### config.mk
export PLATFORM = sky130hd
export DESIGN_NAME = tmc_channel
export DESIGN_NICKNAME = d
export VERILOG_FILES = /design/src/tmc_pkg.sv /design/src/tmc_edge_if.sv /design/src/tmc_edge_sampler.sv /design/src/tmc_channel.sv
export VERILOG_INCLUDE_DIRS = /design/src /design/src/src
export SDC_FILE = /design/constraint.sdc
export NUM_CORES = 1
export LEC_CHECK = 0
export BUFFER_PORTS_ARGS = -buffer_cell sky130_fd_sc_hd__buf_2
export CAP_MARGIN = 20
export CORE_MARGIN = 3
export CORE_UTILIZATION = 37
export DETAILED_ROUTE_END_ITERATION = 6
export GPL_TIMING_DRIVEN = 0
export PLACE_DENSITY = 0.54
export SKIP_CTS_REPAIR_TIMING = 1
export SYNTH_ARGS = -nofsm -noshare
export SYNTH_HDL_FRONTEND = slang
export SYNTH_SLANG_ARGS = --single-unit
### constraint.sdc
create_clock -name clk -period 2.35 [get_ports clk]
set_clock_uncertainty 0.1 [all_clocks]
set_input_delay 0.235 -clock clk [delete_from_list [all_inputs] [get_ports clk]]
set_output_delay 0.235 -clock clk [all_outputs]
set_load 0.02 [all_outputs]
### src/tmc_consts.svh
// Offsets, field positions, patterns and reset values of the capture channel.
// Assumes inclusion by bare name from the package and the design modules.
`ifndef TMC_CONSTS_SVH
`define TMC_CONSTS_SVH
// Register byte addresses
`define TMC_ADR_UNIT 8'h00
`define TMC_ADR_MODE 8'h04
`define TMC_ADR_TRIG 8'h08
`define TMC_ADR_ENST 8'h0C
`define TMC_ADR_COUNT 8'h10
`define TMC_ADR_DATA 8'h14
`define TMC_ADR_STAT 8'h18
`define TMC_ADR_OUT 8'h1C
`define TMC_ADR_NFEN 8'h20
// Single-bit positions
`define TMC_UNIT_EN_BIT 0
`define TMC_TRG_START_BIT 0
`define TMC_TRG_STOP_BIT 1
`define TMC_ENST_BIT 0
`define TMC_OVF_BIT 0
`define TMC_NFEN_BIT 0
`define TMC_MD_IRQ 0
`define TMC_MD_CCS 12
// Field positions of the mode and output registers
`define TMC_MD_OPM_HI 3
`define TMC_MD_OPM_LO 1
`define TMC_MD_EDGE_HI 7
`define TMC_MD_EDGE_LO 6
`define TMC_MD_TRIG_HI 10
`define TMC_MD_TRIG_LO 8
`define TMC_MD_CKS_HI 15
`define TMC_MD_CKS_LO 14
`define TMC_OUT_HI 3
// Field patterns
`define TMC_OPM_CAPT 3'h2
`define TMC_OPM_WIDTH 3'h6
`define TMC_EDGE_FALL 2'h0
`define TMC_EDGE_RISE 2'h1
`define TMC_EDGE_BOTH 2'h2
`define TMC_TRIG_EDGE_CAPT 3'h1
`define TMC_TRIG_EDGE_START 3'h2
`define TMC_CKS_P0 2'h0
`define TMC_CKS_P1 2'h2
`define TMC_CKS_P2 2'h1
`define TMC_CKS_P3 2'h3
// Counter values and reset values
`define TMC_CNT_ZERO 16'h0000
`define TMC_CNT_ONE 16'h0001
`define TMC_CNT_MAX 16'hFFFF
`define TMC_MODE_RST 16'h0000
`define TMC_OUT_RST 4'h0
`define TMC_RD_ZERO 16'h0000
`endif

### src/tmc_pkg.sv
// Types shared by the capture channel modules.
// Assumes the constants header is on the include path.
`include "tmc_consts.svh"
package tmc_pkg;
	// Channel sequencing, one-hot
	typedef enum logic [3:0] {
		TMC_IDLE = 4'h1,
		TMC_RUN = 4'h2,
		TMC_WAIT = 4'h4,
		TMC_MEAS = 4'h8
	} tmc_state_t;

	// Whole state of the channel core
	typedef struct packed {
		tmc_state_t state;
		logic unitEn;
		logic [15:0] mode;
		logic [3:0] outCtrl;
		logic nfen;
		logic enabled;
		logic clrPend;
		logic ovfPend;
		logic ovf;
		logic [15:0] count;
		logic [15:0] data;
		logic irq;
		logic [15:0] rdata;
	} tmc_core_t;

	// Whole state of the pin sampler
	typedef struct packed {
		logic level;
		logic tick;
		logic rise;
		logic fall;
	} tmc_smp_t;
endpackage

### src/tmc_edge_if.sv
// Carries the sampled operation clock tick and pin edges to the core.
// Assumes one clock domain shared by both ends.
`timescale 1ns/1ps
interface tmc_edge_if;
	logic tick;
	logic rise;
	logic fall;
	logic level;
	modport src (output tick, rise, fall, level);
	modport dst (input tick, rise, fall, level);
endinterface

### src/tmc_edge_sampler.sv
// Selects the operation clock enable and samples the input pin on it.
// Assumes prescaler enables are one-cycle pulses synchronous to clk.
`timescale 1ns/1ps
`include "tmc_consts.svh"
module tmc_edge_sampler
	import tmc_pkg::*;
#(
	parameter bit EXT_CLK_OK = 1'b1
) (
	input wire logic clk,
	input wire logic srst,
	input wire logic unitEn,
	input wire logic pin,
	input wire logic [3:0] prescEn,
	input wire logic [1:0] clkSel,
	tmc_edge_if.src edge_o
);
	tmc_smp_t s_r;
	tmc_smp_t s_nxt;
	logic selTick;

	// Operation clock pick; outputs 2 and 3 exist only on some channels
	always_comb begin
		case (clkSel)
			`TMC_CKS_P0: selTick = prescEn[0];
			`TMC_CKS_P1: selTick = prescEn[1];
			`TMC_CKS_P2: selTick = EXT_CLK_OK & prescEn[2];
			`TMC_CKS_P3: selTick = EXT_CLK_OK & prescEn[3];
			default: selTick = 1'b0;
		endcase
	end

	// Pin sampled only on the tick, hence up to one tick of uncertainty
	always_comb begin
		s_nxt = s_r;
		s_nxt.tick = selTick & unitEn;
		s_nxt.rise = 1'b0;
		s_nxt.fall = 1'b0;
		if (selTick && unitEn) begin
			s_nxt.level = pin;
			s_nxt.rise = pin & ~s_r.level;
			s_nxt.fall = ~pin & s_r.level;
		end
	end

	always_ff @(posedge clk) begin
		if (srst) begin
			s_r <= '0;
		end else begin
			s_r <= s_nxt;
		end
	end

	assign edge_o.tick = s_r.tick;
	assign edge_o.rise = s_r.rise;
	assign edge_o.fall = s_r.fall;
	assign edge_o.level = s_r.level;
endmodule

### src/tmc_channel.sv
// One 16-bit timer channel with interval and width capture functions.
// Assumes a register master on a plain strobe port and prescaler enables
// generated elsewhere as one-cycle pulses on clk.
`timescale 1ns/1ps
`include "tmc_consts.svh"

// Summary of operation
// - Mode pattern 010 gives free-running up count with capture.
// - Mode pattern 110 gives capture-and-one-count for width measurement.
// - Mode low bit 1 raises the interrupt at start; 0 does not.
// - Capture edge select: 00 falling, 01 rising, 10 both, 11 none.
// - Trigger select 001 makes a valid pin edge the capture trigger.
// - Trigger select 010 makes a valid pin edge start width counting.
// - Clock select 00,10,01,11 picks prescaler output 0,1,2,3.
// - Count source bit 0 counts operation clock ticks, not pin edges.
// - Start bit is self-clearing and sets the enabled status.
// - After start the count clears on the next tick, then counts up.
// - Edge or software start while running captures, clears, interrupts.
// - Each capture loads the overflow flag from the period's overflow.
// - Several wraps in one period still only set the flag.
// - Data, count and status reads never disturb operation.
// - Stop bit clears enabled status, holds count and overflow flag.
// - Unit disable resets the core state except the unit bit and read data, and blocks other register writes.
// - Width start sets enabled and waits for start edge, not counting.
// - Start edge clears the count and begins counting up.
// - Capture edge copies, interrupts, updates flag, halts at value+1.
// - Width edge select 10 measures low width, 11 high width.
// - The pin is sampled on the selected operation clock.
module tmc_channel
	import tmc_pkg::*;
#(
	parameter bit EXT_CLK_OK = 1'b1
) (
	input wire logic clk,
	input wire logic srst,
	input wire logic [7:0] regAddr,
	input wire logic [15:0] regWdata,
	input wire logic regWr,
	input wire logic regRd,
	output logic [15:0] regRdata,
	input wire logic [3:0] prescEn,
	input wire logic capInPin,
	output logic chanIrq,
	output logic chanEnabled
);
	tmc_core_t st_r;
	tmc_core_t st_nxt;
	tmc_edge_if edgeBus ();
	logic [2:0] opMode;
	logic [1:0] edgeSel;
	logic [2:0] trigSel;
	logic capMode;
	logic widMode;
	logic validEdge;
	logic startEdge;
	logic captEdge;
	logic step;
	logic wrStart;
	logic wrStop;
	logic wrMode;
	logic capEvt;

	tmc_edge_sampler #(
		.EXT_CLK_OK(EXT_CLK_OK)
	) u_sampler (
		.clk(clk),
		.srst(srst),
		.unitEn(st_r.unitEn),
		.pin(capInPin),
		.prescEn(prescEn),
		.clkSel(st_r.mode[`TMC_MD_CKS_HI:`TMC_MD_CKS_LO]),
		.edge_o(edgeBus.src)
	);

	// Mode field decode
	assign opMode = st_r.mode[`TMC_MD_OPM_HI:`TMC_MD_OPM_LO];
	assign edgeSel = st_r.mode[`TMC_MD_EDGE_HI:`TMC_MD_EDGE_LO];
	assign trigSel = st_r.mode[`TMC_MD_TRIG_HI:`TMC_MD_TRIG_LO];
	assign capMode = (opMode == `TMC_OPM_CAPT);
	assign widMode = (opMode == `TMC_OPM_WIDTH);

	// Edge qualification; pattern 11 detects nothing in capture mode
	always_comb begin
		case (edgeSel)
			`TMC_EDGE_FALL: validEdge = edgeBus.fall;
			`TMC_EDGE_RISE: validEdge = edgeBus.rise;
			`TMC_EDGE_BOTH: validEdge = edgeBus.rise | edgeBus.fall;
			default: validEdge = 1'b0;
		endcase
	end

	// Width edges: select bit 0 high means high width, rise starts it
	assign startEdge = edgeSel[0] ? edgeBus.rise : edgeBus.fall;
	assign captEdge = edgeSel[0] ? edgeBus.fall : edgeBus.rise;

	// Count step comes from the tick unless pin edges are the source
	assign step = st_r.mode[`TMC_MD_CCS] ? validEdge : edgeBus.tick;

	// Register write strobes; only the unit bit is open while disabled
	assign wrStart = regWr && st_r.unitEn && (regAddr == `TMC_ADR_TRIG) &&
		regWdata[`TMC_TRG_START_BIT];
	assign wrStop = regWr && st_r.unitEn && (regAddr == `TMC_ADR_TRIG) &&
		regWdata[`TMC_TRG_STOP_BIT];
	assign wrMode = regWr && st_r.unitEn && (regAddr == `TMC_ADR_MODE);

	// Capture in interval mode: pin edge when selected, or software start
	assign capEvt = (st_r.state == TMC_RUN) && !st_r.clrPend && ((validEdge &&
		(trigSel == `TMC_TRIG_EDGE_CAPT)) || wrStart);

	// Next state of the whole channel
	always_comb begin
		st_nxt = st_r;
		st_nxt.irq = 1'b0;
		st_nxt.rdata = `TMC_RD_ZERO;
		// Configuration writes
		if (regWr && regAddr == `TMC_ADR_UNIT) begin
			st_nxt.unitEn = regWdata[`TMC_UNIT_EN_BIT];
		end
		if (wrMode) begin
			st_nxt.mode = regWdata;
		end
		if (regWr && st_r.unitEn && regAddr == `TMC_ADR_OUT) begin
			st_nxt.outCtrl = regWdata[`TMC_OUT_HI:0];
		end
		if (regWr && st_r.unitEn && regAddr == `TMC_ADR_NFEN) begin
			st_nxt.nfen = regWdata[`TMC_NFEN_BIT];
		end
		// Channel sequencing
		case (st_r.state)
			TMC_IDLE: begin
				if (wrStart) begin
					st_nxt.enabled = 1'b1;
					st_nxt.irq = st_r.mode[`TMC_MD_IRQ];
					if (capMode) begin
						st_nxt.state = TMC_RUN;
						st_nxt.clrPend = 1'b1;
						st_nxt.ovfPend = 1'b0;
					end else if (widMode) begin
						st_nxt.state = TMC_WAIT;
					end
				end
			end
			TMC_RUN: begin
				if (capEvt) begin
					st_nxt.data = st_r.count;
					st_nxt.count = `TMC_CNT_ZERO;
					st_nxt.irq = 1'b1;
					st_nxt.ovf = st_r.ovfPend;
					st_nxt.ovfPend = 1'b0;
				end else if (edgeBus.tick && st_r.clrPend) begin
					st_nxt.count = `TMC_CNT_ZERO;
					st_nxt.clrPend = 1'b0;
				end else if (step && !st_r.clrPend) begin
					st_nxt.count = st_r.count + `TMC_CNT_ONE;
					if (st_r.count == `TMC_CNT_MAX) begin
						st_nxt.ovfPend = 1'b1;
					end
				end
			end
			TMC_WAIT: begin
				if (startEdge && trigSel == `TMC_TRIG_EDGE_START) begin
					st_nxt.count = `TMC_CNT_ZERO;
					st_nxt.ovfPend = 1'b0;
					st_nxt.state = TMC_MEAS;
				end
			end
			TMC_MEAS: begin
				if (captEdge) begin
					st_nxt.data = st_r.count;
					st_nxt.count = st_r.count + `TMC_CNT_ONE;
					st_nxt.irq = 1'b1;
					st_nxt.ovf = st_r.ovfPend;
					st_nxt.state = TMC_WAIT;
				end else if (step) begin
					st_nxt.count = st_r.count + `TMC_CNT_ONE;
					if (st_r.count == `TMC_CNT_MAX) begin
						st_nxt.ovfPend = 1'b1;
					end
				end
			end
			default: begin
				st_nxt.state = TMC_IDLE;
			end
		endcase
		// Stop wins over everything else; count and flag are kept
		if (wrStop) begin
			st_nxt.enabled = 1'b0;
			st_nxt.state = TMC_IDLE;
			st_nxt.clrPend = 1'b0;
			st_nxt.count = st_r.count;
			st_nxt.data = st_r.data;
			st_nxt.ovf = st_r.ovf;
			st_nxt.irq = 1'b0;
		end
		// Read port is side-effect free, so reading never disturbs counting
		if (regRd) begin
			case (regAddr)
				`TMC_ADR_UNIT: st_nxt.rdata[`TMC_UNIT_EN_BIT] = st_r.unitEn;
				`TMC_ADR_MODE: st_nxt.rdata = st_r.mode;
				`TMC_ADR_ENST: st_nxt.rdata[`TMC_ENST_BIT] = st_r.enabled;
				`TMC_ADR_COUNT: st_nxt.rdata = st_r.count;
				`TMC_ADR_DATA: st_nxt.rdata = st_r.data;
				`TMC_ADR_STAT: st_nxt.rdata[`TMC_OVF_BIT] = st_r.ovf;
				`TMC_ADR_OUT: st_nxt.rdata[`TMC_OUT_HI:0] = st_r.outCtrl;
				`TMC_ADR_NFEN: st_nxt.rdata[`TMC_NFEN_BIT] = st_r.nfen;
				default: st_nxt.rdata = `TMC_RD_ZERO;
			endcase
		end
		// A disabled unit holds every core register except the unit bit and the read data at its reset value
		if (!st_r.unitEn) begin
			st_nxt.state = TMC_IDLE;
			st_nxt.mode = `TMC_MODE_RST;
			st_nxt.outCtrl = `TMC_OUT_RST;
			st_nxt.nfen = 1'b0;
			st_nxt.enabled = 1'b0;
			st_nxt.clrPend = 1'b0;
			st_nxt.ovfPend = 1'b0;
			st_nxt.ovf = 1'b0;
			st_nxt.count = `TMC_CNT_ZERO;
			st_nxt.data = `TMC_CNT_ZERO;
			st_nxt.irq = 1'b0;
		end
	end

	// State register
	always_ff @(posedge clk) begin
		if (srst) begin
			st_r <= '{state: TMC_IDLE, mode: `TMC_MODE_RST,
				outCtrl: `TMC_OUT_RST, count: `TMC_CNT_ZERO,
				data: `TMC_CNT_ZERO, rdata: `TMC_RD_ZERO, default: 1'b0};
		end else begin
			st_r <= st_nxt;
		end
	end

	assign regRdata = st_r.rdata;
	assign chanIrq = st_r.irq;
	assign chanEnabled = st_r.enabled;

	// Start from idle enables the channel on the next edge
	AST_START_SETS_EN: assert property (@(posedge clk)
		disable iff (srst)
		wrStart && !wrStop && st_r.state == TMC_IDLE |=> st_r.enabled)
		else $error("start did not enable channel");

	// Start interrupt follows the mode low bit exactly
	AST_START_IRQ: assert property (@(posedge clk) disable iff (srst)
		wrStart && !wrStop && st_r.state == TMC_IDLE && capMode |=>
		chanIrq == $past(st_r.mode[`TMC_MD_IRQ]))
		else $error("start interrupt wrong");

	// Stop halts, keeps count and overflow flag
	AST_STOP_HOLDS: assert property (@(posedge clk) disable iff (srst)
		wrStop |=> !st_r.enabled && st_r.count == $past(st_r.count) &&
		st_r.ovf == $past(st_r.ovf) && st_r.state == TMC_IDLE)
		else $error("stop did not hold state");

	// Capture copies count, clears it and interrupts
	AST_CAPT_COPY: assert property (@(posedge clk) disable iff (srst)
		capEvt && !wrStop && st_r.unitEn |=> st_r.data == $past(st_r.count) &&
		st_r.count == `TMC_CNT_ZERO && chanIrq)
		else $error("capture did not copy and clear");

	// Wrap sets the pending overflow that the next capture reports
	AST_OVF_WRAP: assert property (@(posedge clk) disable iff (srst)
		st_r.state == TMC_RUN && !capEvt && !st_r.clrPend && step &&
		st_r.count == `TMC_CNT_MAX && !wrStop && st_r.unitEn |=>
		st_r.ovfPend && st_r.count == `TMC_CNT_ZERO)
		else $error("wrap did not mark overflow");

	// Width capture halts at captured value plus one and waits
	AST_WIDTH_HALT: assert property (@(posedge clk) disable iff (srst)
		st_r.state == TMC_MEAS && captEdge && !wrStop && st_r.unitEn |=>
		st_r.count == st_r.data + `TMC_CNT_ONE && st_r.state == TMC_WAIT &&
		chanIrq ##1 !chanIrq)
		else $error("width capture did not halt");

	// Waiting for start edge leaves the counter still
	AST_WAIT_STILL: assert property (@(posedge clk) disable iff (srst)
		st_r.state == TMC_WAIT && !startEdge && st_r.unitEn |=>
		$stable(st_r.count))
		else $error("counter moved while waiting");

	// Unit disable clears the channel within one cycle
	AST_UNIT_OFF: assert property (@(posedge clk) disable iff (srst)
		!st_r.unitEn |=> !st_r.enabled && st_r.count == `TMC_CNT_ZERO &&
		st_r.mode == `TMC_MODE_RST)
		else $error("disabled unit not cleared");

	// Read data appear only in the cycle after a read strobe
	AST_READ_SLOT: assert property (@(posedge clk) disable iff (srst)
		!regRd |=> regRdata == `TMC_RD_ZERO)
		else $error("read data outside slot");

	// Clearing tick after start zeroes the count exactly once
	AST_CLR_TICK: assert property (@(posedge clk)
		disable iff (srst) st_r.state == TMC_RUN && st_r.clrPend &&
		edgeBus.tick && !wrStop && st_r.unitEn |=>
		st_r.count == `TMC_CNT_ZERO && !st_r.clrPend)
		else $error("clearing tick did not zero count");

	// Free-running count moves up by one per step
	AST_RUN_STEP: assert property (@(posedge clk)
		disable iff (srst) st_r.state == TMC_RUN && !st_r.clrPend &&
		!capEvt && step && !wrStop && st_r.unitEn |=>
		st_r.count == $past(st_r.count) + `TMC_CNT_ONE)
		else $error("running count did not step");

	// Interval capture reports the overflow of its own period
	AST_CAPT_OVF: assert property (@(posedge clk)
		disable iff (srst) capEvt && !wrStop && st_r.unitEn |=>
		st_r.ovf == $past(st_r.ovfPend))
		else $error("capture overflow flag wrong");

	// Start edge clears the count and enters measurement
	AST_WAIT_START: assert property (@(posedge clk)
		disable iff (srst) st_r.state == TMC_WAIT && startEdge &&
		trigSel == `TMC_TRIG_EDGE_START && !wrStop && st_r.unitEn |=>
		st_r.state == TMC_MEAS && st_r.count == `TMC_CNT_ZERO)
		else $error("start edge did not begin measurement");

	// Width count moves up by one per step until the capture edge
	AST_MEAS_STEP: assert property (@(posedge clk)
		disable iff (srst) st_r.state == TMC_MEAS && !captEdge && step &&
		!wrStop && st_r.unitEn |=>
		st_r.count == $past(st_r.count) + `TMC_CNT_ONE)
		else $error("width count did not step");

	// Width capture also reports the overflow of its period
	AST_WIDTH_OVF: assert property (@(posedge clk)
		disable iff (srst) st_r.state == TMC_MEAS && captEdge &&
		!wrStop && st_r.unitEn |=>
		st_r.ovf == $past(st_r.ovfPend))
		else $error("width overflow flag wrong");

	// Trigger bits are write-only strobes and always read as zero
	AST_TRIG_READ: assert property (@(posedge clk)
		disable iff (srst) regRd && regAddr == `TMC_ADR_TRIG |=>
		regRdata == `TMC_RD_ZERO)
		else $error("trigger bits did not read as zero");

	// A disabled unit ignores mode writes
	AST_WR_BLOCKED: assert property (@(posedge clk)
		disable iff (srst) regWr && !st_r.unitEn &&
		regAddr == `TMC_ADR_MODE |=> st_r.mode == `TMC_MODE_RST)
		else $error("write landed while unit disabled");
endmodule

======== Word-level counts from Yosys, hierarchy flattened ========
Cells that the tools add are included.
W data, S select, Z words.
word-level totals
  register bits after elaboration ......... 83
  bits of input ports ..................... 33
cells by class
  add/sub/neg operators ................... 1
  equality and inequality tests ........... 36
  muxes and demuxes ....................... 42
  bitwise logic cells ..................... 11
  reduce and logical (&&, ||, !) cells .... 34
operators by type and width
  kind                     count
  $mux W16                 6
  $pmux W16 S3             1
  $pmux W12 S3             1
  $mux W17                 2
  $eq A8 B5 Y1 const B     4
  $pmux W16 S2             1
  $mux W4                  5
  $add A16 B1 Y16 const B  1
  $eq A16 B16 Y1 const B   1
  $eq A8 B4 Y1 const B     2
  $ne A2 B2 Y1 const B     8
  $pmux W4 S4              1
  $logic_and A1 B1 Y1      15
  $mux W1                  15
  $reduce_and A5 Y1        3
  $pmux W3 S4              1
  $ne A3 B3 Y1 const B     3
  $eq A8 B3 Y1 const B     1
  $eq A8 B6 Y1 const B     1
  $logic_not A8 Y1         1
  $pmux W1 S4              2
  $pmux W1 S8              1
  $reduce_and A8 Y1        1
  $not A1 Y1               7
  other kinds (27)         40

======== Depth between registers and ports, before layout ========
Gate-level depths: netlist (run 1).
  word-level depth ........................ 8
  gate-level depth with buffers ........... 10
  depth with buffers taken out ............ 7

======== By module ========
A second synthesis (run 1) with hierarchy kept.
second synthesis, totals
  cell total of the unflattened synthesis .. 500
  area, all modules ....................... 4070.2 um^2
modules (own cells, without submodules)
  module            instances  cells an instance  area an instance (um^2)
  tmc_channel       1          483                3868.7
  tmc_edge_sampler  1          17                 201.4

======== Worst setup path before layout (run 1) ========
OpenSTA, ideal clock, no wires.
  path kind ............................... register -> register
  start ................................... reg st_r[75] (netlist name)
  end ..................................... reg st_r[27] (netlist name)
  setup time .............................. 117 ps
  arrival ................................. 2014 ps
  required time ........................... 2133 ps
  slack ................................... 119 ps
  cell stages (with the launch flop) ...... 9
  path buffers ............................ 3
  cell sequence ........................... dfxtp_1 > buf_6 > or4b_1 > buf_2 > a211o_1 > a21oi_4 > buf_12 > mux2i_1 > nor2_1
between the ends
  cells in the longest elaborated chain, start to end .. 5
  elaborated cells between the ends (all ways) .. 9
RTL lines
  element                           line                                    text
  start: declaration                tmc_channel.sv:46                       tmc_core_t st_r;
  start signal: assignment          tmc_channel.sv:228                      st_r <= '{state: TMC_IDLE, mode: `TMC_MODE_RST,
  start signal: assignment          tmc_channel.sv:232                      st_r <= st_nxt;
  $eq A4 B2 Y1                      tmc_channel.sv:107, tmc_channel.sv:129
  $logic_and A1 B1 Y1 (2 in a row)  tmc_channel.sv:107                      assign capEvt = (st_r.state == TMC_RUN) && !st_r.clrPend && ((validEdge &&
  $ne A2 B2 Y1 (no line)            -
  $reduce_and A4 Y1 (no line)       -
Parallel ways exist; a longest one is shown, timed or not.
A chain may end at the register's enable or synchronous reset.

======== Worst setup path in the final report (run 1) ========
  start ................................... reg st_r[78] (netlist name)
  end ..................................... reg st_r[41] (netlist name)
between the ends
  cells in the longest elaborated chain, start to end .. 5
  elaborated cells between the ends (all ways) .. 12
RTL lines
  element                                                             line
  $eq A4 B2 Y1                                                        tmc_channel.sv:107, tmc_channel.sv:129
  $logic_and A1 B1 Y1 (2 in a row)                                    tmc_channel.sv:107
  $ne A4 B2 Y1 (no line) / $mux W16 (equally long branches)           -
  $reduce_and A5 Y1 (no line) / $pmux W16 S3 (equally long branches)  -
Parallel ways exist; a longest one is shown, timed or not.

==> results of run 1 <==
-- final timing paths --
check                      endpoint  slack (ns)  depth (start not counted)
max                        st_r[41]      -0.006                         10
min          u_sampler.edge_o.level       0.009                          2
max reg2reg                st_r[41]      -0.006                         10
min reg2reg   u_sampler.edge_o.rise        0.36                          1
-- cell families after synthesis --
kind of cell    after synthesis  share of synthesized area (%)
mux                          27                           7.18
simple gates                186                           24.1
compound gates              105                           18.9
fa+ha+maj                     2                          0.567
flops                        83                           41.8
buf+inv                      50                           7.40
-- metal layers --
layer  share of wire (%)  track usage [%]  vias up
met5                   0                0        -
met4                 1.1             4.54        0
met3                 5.1             3.76       11
met2                  45             30.0       85
met1                  49             27.1     1645
li1                    -                -     1782
-- synth_stat cells (all sizes together), types with 6 or more instances --
library cell  instances  area share, %
a22oi                 7            1.3
nand3                11            1.4
nor3                  8            1.0
mux2i                24            6.0
nor3b                10            1.9
and3                  7            1.1
a32o                 10            2.5
dfxtp                83             42
inv                   6           0.57
clkbuf               17            1.6
nor2                 54            5.1
a21oi                31            4.2
nand2                52            4.9
a222oi               13            3.3
buf                  27            5.2
o21ai                17            2.1
nor4                  6            1.3
-- worst reg2reg max path: cells and delay by family, from the launching register on --
family	cells	cell delay, ns
compound gates	3	0.42
buf+inv	4	0.57
flops	1	0.38
simple gates	3	0.78
-- flip-flops by register name, summed over array words and instances (netlist names) --
| signal | cells |
|---|---|
| st_r | 56 |
| regRdata | 16 |
| opMode | 3 |
| edgeSel | 2 |
| chanEnabled | 1 |
| chanIrq | 1 |
| u_sampler.edge_o.fall | 1 |
| u_sampler.edge_o.level | 1 |
| u_sampler.edge_o.rise | 1 |
| u_sampler.edge_o.tick | 1 |
-- layout make-up --
| type | instances | area [µm²] | area share (%) |
|---|---|---|---|
| well taps | 136 | 170 | 3.55 |
| multi-input cells | 320 | 2090 | 43.6 |
| inverters | 6 | 22.5 | 0.470 |
| repair buffers | 60 | 329 | 6.87 |
| plain buffers | 41 | 275 | 5.74 |
| clock buffers | 9 | 124 | 2.58 |
| clock inverters | 7 | 116 | 2.43 |
| flip-flops and latches | 83 | 1670 | 34.8 |
-- report_power, final --
part | internal (µW) | total [µW] | switching (µW)
Clock | 704 | 1250 | 549
Sequential | 1400 | 1400 | 0.0267
Combinational | 28.0 | 60.8 | 32.7
-- through the flow --
step / instances / setup TNS [ns]
after floorplan: 453 / 0
after global placement: 639 / -14.74
after detailed placement: 639 / -9.30
after CTS: 655 / -2.90
after global routing: 662 / -0.432
final: 662 / -0.0121
==> key figures, run 1 <==
Route
  – Count of nets left with antenna violations after detail routing: 0
  – Wire length per cell after detailed routing: 16.8 µm
  – Vias after detailed routing: 3523
  – Total Routed Length: 11100 µm
  – Avg Vias per Cell: 5.32
  – Count of routing violations after the opening detailed-route iteration: 196
  – Drt drc: 0
  – Number of detailed-route iterations in the first pass: 5

Outcome
  – Violations in the final reports: setup timing
  – Outcome: finished, violations left

Setup path
  – Worst setup path startpoint: st_r[78]
  – Startpoint kind of the worst setup timing path: flop
  – Most repeated library cell on the critical path: buf_6
  – Crit end category: flop
  – Critical path's slowest cell: or4b_4
  – Start of the worst register-to-register path: st_r[78]
  – Buffers and inverters on the worst path: 4
  – Critical Path Fanout Max: 10
  – Arr. time, crit path: 2.50 ns
  – Cells along the critical path: or4b_4, buf_6, nor2_1, a31o_2, a211oi_2, buf_4, buf_6, and2_4, buf_8, a32o_1
  – Largest stage delay on the critical path: 0.55 ns
  – Required time reported for the critical path endpoint: 2.50 ns
  – CP delay by family, top: simple AND/OR/NAND/NOR gates
  – Setup CP Type: flop to flop

Timing
  – Final min period: 2.36 ns
  – FMAX: 0.424 GHz
  – Worst path setup slack after routing: -0.00592 ns
  – Unrepaired setup endpoints after global routing: true
  – Setup violation total in the final timing report: 4
  – Portion of the clock cycle consumed by the worst path in the final layout: 100%
  – Slew of the pin with the lowest slew margin: 0.616 ns
  – Rel. slew slack: 59.0%
  – Final Max Tran Viols: 0
  – Post-route worst hold slack: 0.00944 ns
  – Final Hold Vio Count: 0

Yosys
  – Fraction of registers with async set/reset: 0%
  – Share of synthesized area occupied by flip-flops and latches: 41.8%
  – Synthesized flop and latch total: 83
  – Number of enable-type register cells in the synthesized netlist: 0
  – Total of warnings raised by yosys: 0
  – Post-synth top flop: dfxtp_1
  – Cell area after synthesis: 3970 µm²
  – Average cell area after synthesis: 8.77 µm²
  – Cell count after synthesis: 453
  – Number of nets produced by synthesis: 487
  – Unique cell type count in the Yosys netlist: 60

Clock tree
  – TritonCTS clock tree: yes
  – H-tree lvl count: 3
  – Clk sink count: 83
  – CTS max path bufs: 2
  – CTS buffer count: 9
  – Insertion delay to the later sink of the worst-skew pair: 0.36 ns
  – Clock-pin slew of the registers on the worst-case setup and hold paths: 0.09 ns
  – Clock root cell: clkbuf_8

Floorplan
  – Row count: 37
  – Horizontal die dimension: 110 µm
  – Initial Utilization: 38.3%
  – I/O pin total: 51
  – Die area: 12000 µm²
  – Die extent in y: 110 µm
  – Core box area: 10400 µm²

Finish
  – ANT cells: 0
  – Final core area utilization: 46.2%
  – Top library cells by usage in the layout, fill and taps aside: dfxtp_1, buf_2, nor2_1, nand2_1, a21oi_1
  – Filler cell count: 1045
  – Layout Nets: 555
  – Final instance area: 4790 µm²
  – Most common cell after layout, fill and taps aside: dfxtp_1
  – Area delta synth->final: 20.7%
  – Proportion of layout cells with a drive suffix above 1: 24.3%

Power
  – Peak supply drop: 0.300 mV
  – Static Leakage: 0.00166 µW
  – Pwr dens: 567 nW/µm²
  – Final Power: 2720 µW

GRT
  – Antenna violations before repair: 0
  – Wire length of the first global-routing pass: 17600 µm
  – Vias in the first global route: 3375
  – Gr usage total: 19.1%
  – Total grt overflow: 0
  – Largest net degree at the start of global routing: 15

Run
  – Number of max-capacitance violations reported: 0

Hold path
  – Worst min path class: primary input to flop
  – Start point of the worst hold path: srst

Place
  – Post-DP HPWL: 8050 µm
  – Area after detailed placement: 4400 µm²
  – RePlAce Congestion: 0.903
  – Number of port buffers: 50
  – Setup slack after placement: -0.292 ns
Note: power is estimated with default switching activity, not from simulation.
==> run 2: changes to the inputs <==
- SETUP_SLACK_MARGIN: unset -> 0.05
==> key figures, run 2 (synthesized netlist as in run 1, its figures left out) <==
Route
  – Drt drc: 0 (unchanged)
  – Number of detailed-route iterations in the first pass: 5 (unchanged)
  – Total Routed Length: 11400 µm (+2.2%)
  – Vias after detailed routing: 3619 (+2.7%)
  – Wire length per cell after detailed routing: 17.0 µm (+1.4%)
  – Count of nets left with antenna violations after detail routing: 0 (unchanged)
  – Count of routing violations after the opening detailed-route iteration: 203 (+3.6%)
  – Avg Vias per Cell: 5.43 (+2.0%)

Setup path
  – Cells along the critical path: or4b_4, o31ai_4, o21ai_2, a211oi_4, buf_4, o21ai_1, a32o_1
  – Setup CP Type: flop to flop
  – Critical path's slowest cell: or4b_4
  – Buffers and inverters on the worst path: 1 (-3)
  – Critical Path Fanout Max: 10 (unchanged)
  – Startpoint kind of the worst setup timing path: flop
  – Worst setup path startpoint: st_r[76]
  – Start of the worst register-to-register path: st_r[76]
  – Crit end category: flop
  – CP delay by family, top: compound AO/OA/AOI/OAI gates
  – Required time reported for the critical path endpoint: 2.50 ns (about the same)
  – Arr. time, crit path: 2.49 ns (about the same)
  – Largest stage delay on the critical path: 0.58 ns (+0.03 ns)

Floorplan
  – Initial Utilization: 38.3% (unchanged)
  – I/O pin total: 51 (unchanged)
  – Row count: 37 (unchanged)
  – Die extent in y: 110 µm (unchanged)
  – Horizontal die dimension: 110 µm (unchanged)
  – Core box area: 10400 µm² (unchanged)
  – Die area: 12000 µm² (unchanged)

GRT
  – Largest net degree at the start of global routing: 15 (unchanged)
  – Total grt overflow: 0 (unchanged)
  – Wire length of the first global-routing pass: 17600 µm (unchanged)
  – Antenna violations before repair: 0 (unchanged)
  – Gr usage total: 19.1% (unchanged)
  – Vias in the first global route: 3375 (unchanged)

Clock tree
  – Clock-pin slew of the registers on the worst-case setup and hold paths: 0.09 ns (about the same)
  – Clock root cell: clkbuf_8
  – Clk sink count: 83 (unchanged)
  – TritonCTS clock tree: yes
  – CTS max path bufs: 2 (unchanged)
  – Insertion delay to the later sink of the worst-skew pair: 0.36 ns (about the same)
  – H-tree lvl count: 3 (unchanged)
  – CTS buffer count: 9 (unchanged)

Timing
  – Final Max Tran Viols: 0 (unchanged)
  – Rel. slew slack: 60.2% (+1.3 points)
  – Setup TNS: 0 ns (+0.0121 ns)
  – Final min period: 2.33 ns (-0.0215 ns)
  – FMAX: 0.428 GHz (+0.92%)
  – Final Hold Vio Count: 0 (unchanged)
  – Unrepaired setup endpoints after global routing: true
  – Portion of the clock cycle consumed by the worst path in the final layout: 99.3% (-0.92 points)
  – Slew of the pin with the lowest slew margin: 0.592 ns (-0.0233 ns)
  – Setup violation total in the final timing report: 0 (-4)

Run
  – Number of max-capacitance violations reported: 0 (unchanged)

Hold path
  – Start point of the worst hold path: regWdata[7]
  – Worst min path class: primary input to flop

Power
  – Pwr dens: 552 nW/µm² (-2.6%)
  – Static Leakage: 0.00172 µW (+4.0%)
  – Peak supply drop: 0.300 mV (-0.21%)

Place
  – Post-DP HPWL: 8050 µm (unchanged)
  – Number of port buffers: 50 (unchanged)
  – Area after detailed placement: 4400 µm² (unchanged)
  – RePlAce Congestion: 0.903 (unchanged)

Finish
  – Top library cells by usage in the layout, fill and taps aside: dfxtp_1, buf_2, nor2_1, nand2_1, a21oi_1
  – Most common cell after layout, fill and taps aside: dfxtp_1
  – Layout Nets: 560 (+0.90%)
  – ANT cells: 0 (unchanged)
  – Proportion of layout cells with a drive suffix above 1: 26.4% (+2.0 points)
  – Largest register FFs: 56 (unchanged)
  – Area delta synth->final: 24.0%
  – Register with the most flip-flops: st_r
  – Final instance area: 4920 µm² (+2.7%)

Outcome
  – Outcome: finished, final reports clean
[run 2: cell types whose count changed in the layout (fill, tap and decap cells not counted), moves of 2 or more]
| cell | delta |
|---|---|
| o21ai_1 | -3 |
| buf_6 | +3 |
| o21ai_2 | +3 |
| dfxtp_4 | +3 |
| o2bb2ai_2 | +2 |
| dfxtp_2 | -2 |
| o2bb2ai_1 | -2 |
| clkbuf_2 | +2 |
| clkbuf_1 | -2 |
[run 2: worst paths after layout]
check / to / slack [ns] / cells after the start
max: st_r[46] / 0.02 / 7
min: edgeSel[1] / 0.008 / 3
max reg2reg: st_r[46] / 0.02 / 7
min reg2reg: u_sampler.edge_o.rise / 0.36 / 1
[run 2: where the power goes]
part	leakage [µW]	switching (µW)	total, µW	internal, µW
registers	0.000671	0.0270	1400	1400
clock network	0.000119	553	1260	704
logic	0.000933	32.7	60.7	28.0
total	0.00172	586	2720	2130
[run 2: per-stage QoR]
| stage | total power (µW) | util [%] | instances | worst slack, ns | hold slack [ns] |
|---|---|---|---|---|---|
| floorplan | 1450 | - | 453 | 0.119 | 0.204 |
| global placement | 1490 | 42.4 | 639 | -0.641 | 0.339 |
| detailed placement | 1490 | 42.4 | 639 | -0.292 | 0.344 |
| CTS | 2740 | 44.7 | 655 | -0.142 | -0.0448 |
| global route | 2800 | 47.5 | 667 | -0.0683 | 0.0000328 |
| finish | 2720 | 47.5 | 667 | 0.0156 | 0.00823 |
[run 2: routing by layer]
| layer | routed length [µm] | global-route usage [%] | share of wire, % | vias to the layer above |
|---|---|---|---|---|
| met5 | 0 | 0 | 0 | - |
| met4 | 117 | 4.54 | 1.0 | 0 |
| met3 | 584 | 3.76 | 5.1 | 13 |
| met2 | 5050 | 30.0 | 44 | 92 |
| met1 | 5600 | 27.1 | 49 | 1722 |
| li1 | - | - | - | 1792 |
[run 2: area by class of cell]
type	instances	area [µm²]
flip-flops and latches	83	1680
fillers	1031	5450
inverters	6	22.5
clock inverters	7	116
repair buffers	64	408
multi-input cells	320	2120
clock buffers	9	124
well taps	136	170
plain buffers	42	285
[run 2: worst register-to-register path, stage by stage, from the launching register on]
cell	delay, ns
dfxtp_4	0.37
or4b_4	0.58
o31ai_4	0.22
o21ai_2	0.11
a211oi_4	0.27
buf_4	0.24
o21ai_1	0.09
a32o_1	0.25
